==> src/hw/efs_pkg.sv <==
package efs_pkg;
   // ----------------------------------------
   // apb register map (byte addresses)
   // ----------------------------------------
   localparam logic [7:0] EFS_CTRL_OFS = 8'h00;
   localparam logic [7:0] EFS_DLY_OFS = 8'h04;
   localparam logic [7:0] EFS_MAJ_OFS = 8'h08;
   localparam logic [7:0] EFS_MIN_OFS = 8'h0c;
   localparam logic [7:0] EFS_ADDR_OFS = 8'h10;
   localparam logic [7:0] EFS_STAT_OFS = 8'h14;
   localparam logic [7:0] EFS_TDEV_OFS = 8'h18;
   // ctrl bit positions
   localparam int EFS_CTRL_RESET_ALL = 0;
   // ----------------------------------------
   // fault vector layout
   // ----------------------------------------
   localparam int EFS_NFLT = 6;
   localparam int EFS_F_SENS_A = 0;
   localparam int EFS_F_SENS_B = 1;
   localparam int EFS_F_OVSPD = 2;
   localparam int EFS_F_REMOTE = 3;
   localparam int EFS_F_TORQUE = 4;
   localparam int EFS_F_TDEV = 5;
   // ----------------------------------------
   // reset values and timing
   // ----------------------------------------
   localparam logic [EFS_NFLT-1:0] EFS_SEL_RST = 6'h00;
   localparam logic [12:0] EFS_DLY_RST = 13'h0064;
   localparam logic [12:0] EFS_DLY_MIN = 13'h0001;
   localparam logic [12:0] EFS_DLY_MAX = 13'h1770;
   localparam logic [12:0] EFS_TDEV_RST = 13'h0064;
   localparam int EFS_CLK_HZ = 20000000;
   localparam int EFS_TICK_MS = 10;
   localparam int EFS_TICK_CYC = EFS_CLK_HZ / 1000 * EFS_TICK_MS;
   localparam logic [17:0] EFS_TICK_LAST = 18'(EFS_TICK_CYC - 1);
   // analog limits in 0.1 mA units, crank threshold in percent
   localparam logic [7:0] EFS_MA_LO = 8'h14;
   localparam logic [7:0] EFS_MA_HI = 8'hdc;
   localparam int EFS_CRANK_PCT = 5;
   localparam int EFS_SPD_W = 16;
endpackage : efs_pkg

==> src/hw/efs_supervisor.sv <==
// Our own choices: the address map and the APB interface to the registers.
`timescale 1ns/10ps
// Notes on behaviour
// - sensor faults latch until valid reset
// - both sensor faults force minimum fuel
// - sensor below failsafe in run latches
// - stop mode suppresses sensor faults
// - sensor indicators follow their latches
// - single sensor fault: high select, nofilter
// - watchdog timeout: healthy off, outputs locked
// - analog fault after full continuous delay
// - reset spares faults still present
// - crank speed past 5% resets faults
// - reset-all acts on rising edge only
// - address error on mismatch or zero
// - comm error needs both channels faulted
// - overspeed latches instantly, flag shows it
// - overspeed latch forces minimum actuator
// - remote input outside 2-22 mA latches
// - torque input outside 2-22 mA latches
// - torque fault selects backup load source
// - torque deviation selects backup sharing
// - valid reset restores torque sharing
// - per-fault major/minor select, default off
module efs_supervisor (
   input wire logic MCLK,
   input wire logic RST,
   input wire logic PSEL,
   input wire logic PENABLE,
   input wire logic PWRITE,
   input wire logic [7:0] PADDR,
   input wire logic [31:0] PWDATA,
   output logic [31:0] PRDATA,
   output logic PREADY,
   output logic PSLVERR,
   input wire logic [efs_pkg::EFS_SPD_W-1:0] SPEED_A,
   input wire logic [efs_pkg::EFS_SPD_W-1:0] SPEED_B,
   input wire logic [efs_pkg::EFS_SPD_W-1:0] FAILSAFE_SPEED,
   input wire logic [efs_pkg::EFS_SPD_W-1:0] OVERSPEED_SETPOINT,
   input wire logic [efs_pkg::EFS_SPD_W-1:0] RATED_SPEED,
   input wire logic RUN_MODE,
   input wire logic STOP_MODE,
   input wire logic CRANKING,
   input wire logic [7:0] REMOTE_MA,
   input wire logic [7:0] TORQUE_MA,
   input wire logic TORQUE_DEV_EXCEEDED,
   input wire logic WATCHDOG_TIMEOUT,
   input wire logic SUPPLY_GOOD,
   input wire logic COMM_FAULT_A,
   input wire logic COMM_FAULT_B,
   output logic MIN_FUEL,
   output logic HIGH_SELECT,
   output logic COUPLING_FILTER_EN,
   output logic LOAD_SRC_BACKUP,
   output logic OUTPUT_LOCK,
   output logic PROCESSOR_HEALTHY_INDICATOR,
   output logic SUPPLY_GOOD_INDICATOR,
   output logic SENSOR_A_FAILED_INDICATOR,
   output logic SENSOR_B_FAILED_INDICATOR,
   output logic ADDRESS_ERROR_INDICATOR,
   output logic COMM_ERROR_INDICATOR,
   output logic OVERSPEED_LATCHED_FLAG,
   output logic MAJOR_ALARM,
   output logic MINOR_ALARM
);
   import efs_pkg::*;

   // ----------------------------------------
   // state
   // ----------------------------------------
   typedef struct packed {
      logic [EFS_NFLT-1:0] flt;
      logic [EFS_NFLT-1:0] sel_maj;
      logic [EFS_NFLT-1:0] sel_min;
      logic [12:0] dly;
      logic [12:0] tdev_dly;
      logic [7:0] addr_a;
      logic [7:0] addr_b;
      logic reset_all;
      logic reset_all_d;
      logic crank_above_d;
      logic [17:0] tick_cnt;
      logic [12:0] cnt_rem;
      logic [12:0] cnt_trq;
      logic [12:0] cnt_dev;
      logic [23:0] flash_cnt;
      logic wd_lock;
      logic [31:0] rdata;
      logic [5:0] outs;
   } efs_state_s;

   efs_state_s st_r;
   efs_state_s st_nxt;

   logic tick;
   logic wr_en;
   logic rd_en;
   logic addr_ok;
   logic reset_ev;
   logic crank_above;
   logic [EFS_NFLT-1:0] cause;
   logic rem_bad;
   logic trq_bad;
   logic [EFS_SPD_W+6:0] spd_scaled;
   logic [EFS_SPD_W+6:0] rated_scaled;
   logic [12:0] dly_eff;
   logic [12:0] tdev_eff;
   logic addr_err;

   assign PREADY = 1'b1;
   assign wr_en = PSEL && PENABLE && PWRITE;
   // read data is captured in the setup cycle so it stands through the access phase
   assign rd_en = PSEL && !PENABLE && !PWRITE;
   assign tick = (st_r.tick_cnt == EFS_TICK_LAST);

   // crank threshold: speed*100 > rated*5, no divider needed
   assign spd_scaled = (EFS_SPD_W+7)'(SPEED_A) * (EFS_SPD_W+7)'(100);
   assign rated_scaled = (EFS_SPD_W+7)'(RATED_SPEED) * (EFS_SPD_W+7)'(EFS_CRANK_PCT);
   assign crank_above = CRANKING && (spd_scaled > rated_scaled);
   assign reset_ev = (crank_above && !st_r.crank_above_d)
      || (st_r.reset_all && !st_r.reset_all_d);

   assign rem_bad = (REMOTE_MA < EFS_MA_LO) || (REMOTE_MA > EFS_MA_HI);
   assign trq_bad = (TORQUE_MA < EFS_MA_LO) || (TORQUE_MA > EFS_MA_HI);

   // clamp so a zero delay still means one tick
   assign dly_eff = (st_r.dly < EFS_DLY_MIN) ? EFS_DLY_MIN :
      (st_r.dly > EFS_DLY_MAX) ? EFS_DLY_MAX : st_r.dly;
   assign tdev_eff = (st_r.tdev_dly < EFS_DLY_MIN) ? EFS_DLY_MIN : st_r.tdev_dly;

   // ----------------------------------------
   // fault causes
   // ----------------------------------------
   always_comb begin
      cause = '0;
      cause[EFS_F_SENS_A] = RUN_MODE && !STOP_MODE && (SPEED_A < FAILSAFE_SPEED);
      cause[EFS_F_SENS_B] = RUN_MODE && !STOP_MODE && (SPEED_B < FAILSAFE_SPEED);
      cause[EFS_F_OVSPD] = (SPEED_A > OVERSPEED_SETPOINT)
         || (SPEED_B > OVERSPEED_SETPOINT);
      cause[EFS_F_REMOTE] = rem_bad && (st_r.cnt_rem >= dly_eff);
      cause[EFS_F_TORQUE] = trq_bad && (st_r.cnt_trq >= dly_eff);
      cause[EFS_F_TDEV] = TORQUE_DEV_EXCEEDED && (st_r.cnt_dev >= tdev_eff);
   end

   assign addr_err = (st_r.addr_a != st_r.addr_b) || (st_r.addr_a == 8'h00)
      || (st_r.addr_b == 8'h00);

   assign addr_ok = (PADDR == EFS_CTRL_OFS) || (PADDR == EFS_DLY_OFS)
      || (PADDR == EFS_MAJ_OFS) || (PADDR == EFS_MIN_OFS)
      || (PADDR == EFS_ADDR_OFS) || (PADDR == EFS_STAT_OFS)
      || (PADDR == EFS_TDEV_OFS);
   assign PSLVERR = PSEL && PENABLE && !addr_ok;

   // ----------------------------------------
   // next state
   // ----------------------------------------
   always_comb begin
      logic [EFS_NFLT-1:0] f;
      logic lock;
      st_nxt = st_r;
      f = st_r.flt;
      lock = 1'b0;
      st_nxt.tick_cnt = tick ? 18'h00000 : st_r.tick_cnt + 18'h00001;
      st_nxt.flash_cnt = st_r.flash_cnt + 24'h000001;
      // filters restart on any clean sample so the delay is continuous
      if (!rem_bad) begin
         st_nxt.cnt_rem = 13'h0000;
      end else if (tick && st_r.cnt_rem != EFS_DLY_MAX) begin
         st_nxt.cnt_rem = st_r.cnt_rem + 13'h0001;
      end
      if (!trq_bad) begin
         st_nxt.cnt_trq = 13'h0000;
      end else if (tick && st_r.cnt_trq != EFS_DLY_MAX) begin
         st_nxt.cnt_trq = st_r.cnt_trq + 13'h0001;
      end
      if (!TORQUE_DEV_EXCEEDED) begin
         st_nxt.cnt_dev = 13'h0000;
      end else if (tick && st_r.cnt_dev != 13'h1fff) begin
         st_nxt.cnt_dev = st_r.cnt_dev + 13'h0001;
      end
      st_nxt.crank_above_d = crank_above;
      st_nxt.reset_all_d = st_r.reset_all;
      // reset clears only latches whose cause is gone; new causes win
      if (reset_ev) begin
         f = f & cause;
      end
      f = f | cause;
      if (STOP_MODE) begin
         f[EFS_F_SENS_A] = 1'b0;
         f[EFS_F_SENS_B] = 1'b0;
      end
      st_nxt.flt = f;
      // watchdog lock holds until reset; only power-up leaves it
      if (WATCHDOG_TIMEOUT) begin
         st_nxt.wd_lock = 1'b1;
      end
      lock = st_nxt.wd_lock;
      st_nxt.outs[0] = !lock && ((f[EFS_F_SENS_A] && f[EFS_F_SENS_B])
         || f[EFS_F_OVSPD]);
      st_nxt.outs[1] = !lock && (f[EFS_F_SENS_A] ^ f[EFS_F_SENS_B]);
      st_nxt.outs[2] = !lock && !(f[EFS_F_SENS_A] ^ f[EFS_F_SENS_B]);
      st_nxt.outs[3] = !lock && (f[EFS_F_TORQUE] || f[EFS_F_TDEV]);
      st_nxt.outs[4] = !lock && |(f & st_r.sel_maj);
      st_nxt.outs[5] = !lock && |(f & st_r.sel_min);
      // apb writes
      if (wr_en) begin
         if (PADDR == EFS_CTRL_OFS) begin
            st_nxt.reset_all = PWDATA[EFS_CTRL_RESET_ALL];
         end else if (PADDR == EFS_DLY_OFS) begin
            st_nxt.dly = PWDATA[12:0];
         end else if (PADDR == EFS_MAJ_OFS) begin
            st_nxt.sel_maj = PWDATA[EFS_NFLT-1:0];
         end else if (PADDR == EFS_MIN_OFS) begin
            st_nxt.sel_min = PWDATA[EFS_NFLT-1:0];
         end else if (PADDR == EFS_ADDR_OFS) begin
            st_nxt.addr_a = PWDATA[7:0];
            st_nxt.addr_b = PWDATA[15:8];
         end else if (PADDR == EFS_TDEV_OFS) begin
            st_nxt.tdev_dly = PWDATA[12:0];
         end
      end
      st_nxt.rdata = 32'h00000000;
      if (rd_en) begin
         if (PADDR == EFS_CTRL_OFS) begin
            st_nxt.rdata = {31'h00000000, st_r.reset_all};
         end else if (PADDR == EFS_DLY_OFS) begin
            st_nxt.rdata = {19'h00000, st_r.dly};
         end else if (PADDR == EFS_MAJ_OFS) begin
            st_nxt.rdata = {26'h0000000, st_r.sel_maj};
         end else if (PADDR == EFS_MIN_OFS) begin
            st_nxt.rdata = {26'h0000000, st_r.sel_min};
         end else if (PADDR == EFS_ADDR_OFS) begin
            st_nxt.rdata = {16'h0000, st_r.addr_b, st_r.addr_a};
         end else if (PADDR == EFS_STAT_OFS) begin
            st_nxt.rdata = {22'h000000, addr_err, COMM_FAULT_A && COMM_FAULT_B,
               st_r.wd_lock, st_r.outs[3], st_r.flt};
         end else if (PADDR == EFS_TDEV_OFS) begin
            st_nxt.rdata = {19'h00000, st_r.tdev_dly};
         end
      end
   end

   always_ff @(posedge MCLK or posedge RST) begin
      if (RST) begin
         st_r <= '{flt: '0, sel_maj: EFS_SEL_RST, sel_min: EFS_SEL_RST,
            dly: EFS_DLY_RST, tdev_dly: EFS_TDEV_RST, addr_a: 8'h00, addr_b: 8'h00,
            reset_all: 1'b0, reset_all_d: 1'b0, crank_above_d: 1'b0,
            tick_cnt: 18'h00000, cnt_rem: 13'h0000, cnt_trq: 13'h0000,
            cnt_dev: 13'h0000, flash_cnt: 24'h000000, wd_lock: 1'b0,
            rdata: 32'h00000000, outs: 6'h04};
      end else begin
         st_r <= st_nxt;
      end
   end

   // ----------------------------------------
   // outputs
   // ----------------------------------------
   assign PRDATA = st_r.rdata;
   assign MIN_FUEL = st_r.outs[0];
   assign HIGH_SELECT = st_r.outs[1];
   assign COUPLING_FILTER_EN = st_r.outs[2];
   assign LOAD_SRC_BACKUP = st_r.outs[3];
   assign MAJOR_ALARM = st_r.outs[4];
   assign MINOR_ALARM = st_r.outs[5];
   assign OUTPUT_LOCK = st_r.wd_lock;
   assign PROCESSOR_HEALTHY_INDICATOR = !st_r.wd_lock;
   assign SUPPLY_GOOD_INDICATOR = SUPPLY_GOOD && !st_r.wd_lock;
   assign SENSOR_A_FAILED_INDICATOR = st_r.flt[EFS_F_SENS_A] && !st_r.wd_lock;
   assign SENSOR_B_FAILED_INDICATOR = st_r.flt[EFS_F_SENS_B] && !st_r.wd_lock;
   // flashes at about 1 hz from bit 23 of the free counter
   assign ADDRESS_ERROR_INDICATOR = addr_err && st_r.flash_cnt[23] && !st_r.wd_lock;
   assign COMM_ERROR_INDICATOR = COMM_FAULT_A && COMM_FAULT_B && !st_r.wd_lock;
   assign OVERSPEED_LATCHED_FLAG = st_r.flt[EFS_F_OVSPD];

   // ----------------------------------------
   // checks
   // ----------------------------------------
   a_sens_latch: assert property (@(posedge MCLK) disable iff (RST)
      cause[EFS_F_SENS_A] && !STOP_MODE |=> st_r.flt[EFS_F_SENS_A])
      else $error("sensor a fault did not latch");
   a_stop_clear: assert property (@(posedge MCLK) disable iff (RST)
      STOP_MODE |=> !st_r.flt[EFS_F_SENS_A] && !st_r.flt[EFS_F_SENS_B])
      else $error("sensor fault set in stop mode");
   a_latch_hold: assert property (@(posedge MCLK) disable iff (RST)
      st_r.flt[EFS_F_OVSPD] && !reset_ev |=> st_r.flt[EFS_F_OVSPD])
      else $error("overspeed latch dropped without reset");
   a_reset_spare: assert property (@(posedge MCLK) disable iff (RST)
      reset_ev && cause[EFS_F_OVSPD] |=> st_r.flt[EFS_F_OVSPD])
      else $error("reset cleared active fault");
   a_minfuel_ovs: assert property (@(posedge MCLK) disable iff (RST)
      st_r.flt[EFS_F_OVSPD] && !st_r.wd_lock |-> MIN_FUEL)
      else $error("overspeed without minimum fuel");
   a_wd_lock: assert property (@(posedge MCLK) disable iff (RST)
      WATCHDOG_TIMEOUT |=> OUTPUT_LOCK && !PROCESSOR_HEALTHY_INDICATOR && !MAJOR_ALARM)
      else $error("watchdog did not lock outputs");
   a_rall_edge: assert property (@(posedge MCLK) disable iff (RST)
      st_r.reset_all && st_r.reset_all_d && !crank_above |-> !reset_ev)
      else $error("held reset-all retriggered");
   a_ana_delay: assert property (@(posedge MCLK) disable iff (RST)
      !rem_bad ##1 rem_bad |-> !cause[EFS_F_REMOTE])
      else $error("remote fault without delay");
   a_comm_err: assert property (@(posedge MCLK) disable iff (RST)
      COMM_ERROR_INDICATOR |-> COMM_FAULT_A && COMM_FAULT_B)
      else $error("comm error with one channel good");
   a_sens_b_latch: assert property (@(posedge MCLK) disable iff (RST)
      cause[EFS_F_SENS_B] |=> st_r.flt[EFS_F_SENS_B])
      else $error("sensor b fault did not latch");
   a_sens_hold: assert property (@(posedge MCLK) disable iff (RST)
      st_r.flt[EFS_F_SENS_A] && !reset_ev && !STOP_MODE |=> st_r.flt[EFS_F_SENS_A])
      else $error("sensor a latch dropped without reset");
   a_ovs_latch: assert property (@(posedge MCLK) disable iff (RST)
      cause[EFS_F_OVSPD] |=> OVERSPEED_LATCHED_FLAG)
      else $error("overspeed did not latch");
   a_both_minfuel: assert property (@(posedge MCLK) disable iff (RST)
      st_r.flt[EFS_F_SENS_A] && st_r.flt[EFS_F_SENS_B] && !st_r.wd_lock |-> MIN_FUEL)
      else $error("both sensors failed without minimum fuel");
   a_sens_ind: assert property (@(posedge MCLK) disable iff (RST)
      !st_r.wd_lock |-> (SENSOR_A_FAILED_INDICATOR == st_r.flt[EFS_F_SENS_A])
         && (SENSOR_B_FAILED_INDICATOR == st_r.flt[EFS_F_SENS_B]))
      else $error("sensor indicator differs from latch");
   a_single_hsel: assert property (@(posedge MCLK) disable iff (RST)
      (st_r.flt[EFS_F_SENS_A] ^ st_r.flt[EFS_F_SENS_B]) && !st_r.wd_lock
         |-> HIGH_SELECT && !COUPLING_FILTER_EN)
      else $error("single sensor fault without high select");
   a_dual_filter: assert property (@(posedge MCLK) disable iff (RST)
      !(st_r.flt[EFS_F_SENS_A] ^ st_r.flt[EFS_F_SENS_B]) && !st_r.wd_lock
         |-> COUPLING_FILTER_EN && !HIGH_SELECT)
      else $error("filter off without single sensor fault");
   a_lock_hold: assert property (@(posedge MCLK) disable iff (RST)
      OUTPUT_LOCK |=> OUTPUT_LOCK)
      else $error("output lock released without reset");
   a_lock_quiet: assert property (@(posedge MCLK) disable iff (RST)
      OUTPUT_LOCK |-> !MIN_FUEL && !HIGH_SELECT && !COUPLING_FILTER_EN
         && !LOAD_SRC_BACKUP && !MAJOR_ALARM && !MINOR_ALARM)
      else $error("discrete output active under lock");
   a_trq_delay: assert property (@(posedge MCLK) disable iff (RST)
      !trq_bad ##1 trq_bad |-> !cause[EFS_F_TORQUE])
      else $error("torque fault without delay");
   a_trq_backup: assert property (@(posedge MCLK) disable iff (RST)
      st_r.flt[EFS_F_TORQUE] && !st_r.wd_lock |-> LOAD_SRC_BACKUP)
      else $error("torque fault without backup load source");
   a_dev_clear: assert property (@(posedge MCLK) disable iff (RST)
      reset_ev && !cause[EFS_F_TDEV] |=> !st_r.flt[EFS_F_TDEV])
      else $error("reset kept torque deviation backup");
   a_addr_flash: assert property (@(posedge MCLK) disable iff (RST)
      ADDRESS_ERROR_INDICATOR |-> addr_err)
      else $error("address indicator without address error");
endmodule : efs_supervisor

==> config.mk <==
export PLATFORM = sky130hd
export DESIGN_NAME = efs_supervisor
export DESIGN_NICKNAME = d
export VERILOG_FILES = /design/src/hw/efs_pkg.sv /design/src/hw/efs_supervisor.sv
export SDC_FILE = /design/constraint.sdc
export NUM_CORES = 1
export LEC_CHECK = 0
export ABC_AREA = 1
export BUFFER_PORTS_ARGS = -buffer_cell sky130_fd_sc_hd__buf_2
export CORE_MARGIN = 3
export CORE_UTILIZATION = 60
export CTS_BUF_LIST = sky130_fd_sc_hd__clkbuf_4
export CTS_CLUSTER_DIAMETER = 50
export DETAILED_ROUTE_END_ITERATION = 12
export GPL_ROUTABILITY_DRIVEN = 0
export PLACE_DENSITY_LB_ADDON = 0.12
export REMOVE_ABC_BUFFERS = 1
export SLEW_MARGIN = 20
export SYNTH_ARGS = -nofsm -noshare
export SYNTH_HDL_FRONTEND = slang
export SYNTH_SLANG_ARGS = --single-unit
==> constraint.sdc <==
create_clock -name MCLK -period 5.9 [get_ports MCLK]
set_input_delay 0.295 -clock MCLK [delete_from_list [all_inputs] [get_ports MCLK]]
set_output_delay 0.295 -clock MCLK [all_outputs]
set_load 0.02 [all_outputs]
Word-level counts from Yosys, hierarchy flattened
Index checks and enable logic that the tools add are counted.
W data, S select, Z words.

operators by class
  $add $sub $neg = 5
  $mul = 2
  order comparisons = 15
  equality and inequality tests = 14
  mux-type cells = 21
  bitwise gates (word level) = 10
  reductions and logical operators = 65

operators with widths
  operator                 count
  $mux W13                 11
  $mux W16                 6
  $add A13 B1 Y13 const B  3
  $ge A13 B13 Y1           3
  $ne A13 B13 Y1 const B   3
  $gt A16 B16 Y1           2
  $lt A16 B16 Y1           2
  $logic_and A1 B1 Y1      31
  $lt A13 B1 Y1 const B    2
  $add A24 B1 Y24 const B  1
  $eq A8 B5 Y1 const B     3
  $logic_not A8 Y1         3
  $gt A23 B19 Y1           1
  $mul A16 B5 Y21 const B  1
  $mul A16 B3 Y19 const B  1
  $add A18 B1 Y18 const B  1
  $and A6 B6 Y6            3
  $eq A18 B18 Y1 const B   1
  $mux W18                 1
  $eq A8 B4 Y1 const B     2
  $gt A8 B8 Y1 const B     2
  $lt A8 B5 Y1 const B     2
  $logic_or A1 B1 Y1       14
  $gt A13 B13 Y1 const B   1
  other kinds (17)         32

storage, ports and cells
  bits in registers = 183
  word-level logic and storage cells = 150

Logic depth before layout (Yosys ltp)
  depth after elaboration = 12
  depth in mapped cells = 33
  gate-level depth less buffers = 33

Least setup slack after synthesis
Ideal clock, no wire load.

  path type = input-to-reg
  start = input port SPEED_A[3] (netlist name)
  end = register st_r (netlist bit HIGH_SELECT)
  library setup time = 120 ps
  arrival = 4068 ps
  slack = 1712 ps
  stages = 27
  cells stage by stage = ha_1 -> ha_1 -> inv_1 -> fa_1 -> inv_1 -> ha_1 -> or2_2 -> nand3_1 -> nand2_1 -> a31oi_1 -> xnor2_1 -> ha_1 -> nand2_1 -> nor2_1 -> nand2_1 -> nor2_1 -> nand3b_1 -> nand2_1 -> nand2_1 -> nor2_1 -> nand3_1 -> nand3_2 -> nand3_1 -> a21oi_1 -> ha_1 -> inv_1 -> nor2_1

RTL lines
  what                    line                   RTL
  start: declaration      efs_supervisor.sv:36   input wire logic [efs_pkg::EFS_SPD_W-1:0] SPEED_A,
  end signal: assignment  efs_supervisor.sv:245  st_r <= '{flt: '0, sel_maj: EFS_SEL_RST, sel_min: EFS_SEL_RST,
  end signal: assignment  efs_supervisor.sv:252  st_r <= st_nxt;
  end: declaration        efs_supervisor.sv:92   efs_state_s st_r;

==> reports/metrics.cfg <==
[global_route]
met1_usage_pct=36.8
antenna_found_initial=0
grt_pass1_vias=11544
met3_usage_pct=4.38
grt_use_met2_pct=44.2
grt_first_pass_wirelength_um=53400
gr-total-overflow=0
grtUsageTotal_pct=26.7
grt_max_degree=104
top_usage_layer=met2

[detailed_routing]
post_drt_wl_per_cell_um=14.6
vias=11873
drtPass1Iterations=5
viasPerCell=5.46
drtAntennaViolNets=0
drt_iter0_drc=672
wirelength_um=31800
drc=0

[clocking]
cts_max_path_buffers=2
cts_buffers=17
clock_latency_ns=0.59
htreeDepth=4
cts_resized=0
ctsHoldBuffers=10
numClockSinks=167
cts.clk_slew.worst_paths_ns=0.14
post_cts.repair.setup_buffers=0
root_buffer=clkbuf_4
cts_tree=yes

[sta]
period_share_pct=71.6
setup_tns_ns=0
tightest_slew_ns=0.949
rsz0062_at_grt=no
clock_skew_ns=0.0252
max_freq_mhz=237
slew_headroom_pct=36.5
hold_viol=0
slew_viol_final=0
setup_ws_ns=1.68
min_period_ns=4.22
finalSetupViolations=0

[logic_synthesis]
synth_ff_type=dfrtp_1
synth_area_mm2=0.0135
synth_top_family_by_area=adder cells
synth-xor-area-share_pct=3.90
synth_compound_area_share_pct=13.4
yosysSeqAreaShare_pct=31.1
synthSimpleGateAreaFrac_pct=20.2
avgSynthCellArea_um2=7.82
synthCells=1723
ys_types=54
ys_warn_count=0
yosys.area_share.adder_pct=21.0
synth-edff-count=0
synthMuxAreaShare_pct=0
ys_ff_latch=167
async_reset_ff_share_pct=100

[finish]
top_register=st_r
nets=2249
drive_gt1_share_pct=12.1
finalNonFillerCells=2174
stdcell_area_mm2=0.0148
largest_register_ffs=142
antennaDiodeCount=0
final_cell_mix=283 x nand2_1, 282 x inv_1, 207 x ha_1, 163 x buf_2, 160 x dfrtp_1
layout_commonest_cell=nand2_1
syn2layout_area_growth_pct=9.69

[power_and_ir_drop]
pwr_density_cell_mw_per_mm2=186
ir_drop_v=0.000103
p_leak_uw=0.00788

[floorplanning]
rows=54
core_mm2=0.0220
fp.dieH_um=156
initial_utilization_pct=61.4
dieArea_mm2=0.0243
die_x_um=156
ios=197

[worst_setup_path]
cp-startpoint=SPEED_A[3]
critPathRequiredTime_ns=6.38
end_kind=flip-flop
crit_fanout=6
r2r-start=st_r[152]
critical_path_class=input pin to flip-flop
critPathArrivalTime_ns=4.70
startpoint_type=input pin

[run_status]
status=complete, no violations

[hold_path]
min_from=PWDATA[6]
hp-class=input pin to flip-flop

[run]
cap_violations=0

[place]
hpwl_um=25600
place_ws_ns=1.09
placedInstanceArea_mm2=0.0144
place_inst=2131
portBuffers=163

## path summary, 6_finish.rpt
check | slack [ns] | depth (start not counted) | endpoint
max in group asynchronous | 4.08 | 4 | st_r[40]
min | 0.02 | 3 | st_r[158]
max reg2reg | 2.05 | 16 | MAJOR_ALARM
min in group asynchronous | 0.45 | 3 | st_r[111]
min reg2reg | 0.47 | 0 | st_r[121]
max | 1.68 | 28 | HIGH_SELECT
## synthesized netlist by cell type, types with 6 or more instances
library cell  number  area share (%)
nor4_1            12            0.56
o21ai_0          133             4.9
a21oi_1          128             4.8
nand3_1           82             3.0
o211ai_1           7            0.39
nand2_1          283             7.9
o21a_1             6            0.33
buf_4             33             1.8
o221ai_1           7            0.45
xor2_1            40             2.6
nand4_1           35             1.6
xnor2_1           20             1.3
clkbuf_1          16            0.45
dfrtp_1          160              30
inv_1            283             7.9
a31oi_1           10            0.46
nor2_1           127             3.5
nor3_1            42             1.6
fa_1              12             1.8
dfstp_2            7             1.4
ha_1             207              19
## area by class of cell
cell class | count | area (um2)
clock inverters | 14 | 149
well taps | 280 | 350
multi-input cells | 1233 | 7950
inverters | 287 | 1080
flip-flops and latches | 167 | 4190
clock buffers | 18 | 135
fillers | 1931 | 7170
repair buffers | 175 | 933
## layer usage
layer / vias up / wire (um)
met5: - / 0
met4: 0 / 634
met3: 51 / 1580
met2: 308 / 14800
met1: 5487 / 14800
li1: 6027 / -
## critical path, stage by stage
cell	delay, ns
buf_2	0.15
ha_1	0.31
ha_1	0.28
inv_1	0.05
fa_1	0.50
inv_1	0.05
ha_1	0.32
or2_2	0.31
nand3_1	0.09
nand2_1	0.11
a31oi_1	0.19
xnor2_1	0.11
ha_1	0.30
nand2_1	0.07
nor2_1	0.08
nand2_1	0.07
nor2_1	0.13
nand3b_1	0.09
nand2_1	0.08
nand2_1	0.05
nor2_1	0.08
nand3_1	0.10
nand3_2	0.17
nand3_1	0.12
a21oi_1	0.21
ha_1	0.28
inv_1	0.06
nor2_1	0.04
## cell families after synthesis
family	count (synthesis)
flip-flops	167
AO/OA/AOI/OAI	324
AND/OR/NAND/NOR	613
XOR/XNOR	60
buffers and inverters	338
other	2
adder cells (fa/ha/maj)	219
## through the flow
step	total power (uW)	util, %	hold WS [ns]
global route	2970	67.3	0.00585
CTS	2760	67.3	0.00697
global placement	2060	65.5	0.412
detailed placement	2080	65.5	0.432
floorplan	1850	-	0.373
finish	2750	67.3	0.0171
## power breakdown
part | internal, uW | switching (uW) | leakage (uW) | total, uW
registers | 1160 | 11.8 | 0.00225 | 1170
clock network | 259 | 421 | 0.000147 | 680
logic | 358 | 542 | 0.00548 | 900
(Power assumes the default switching activity.)
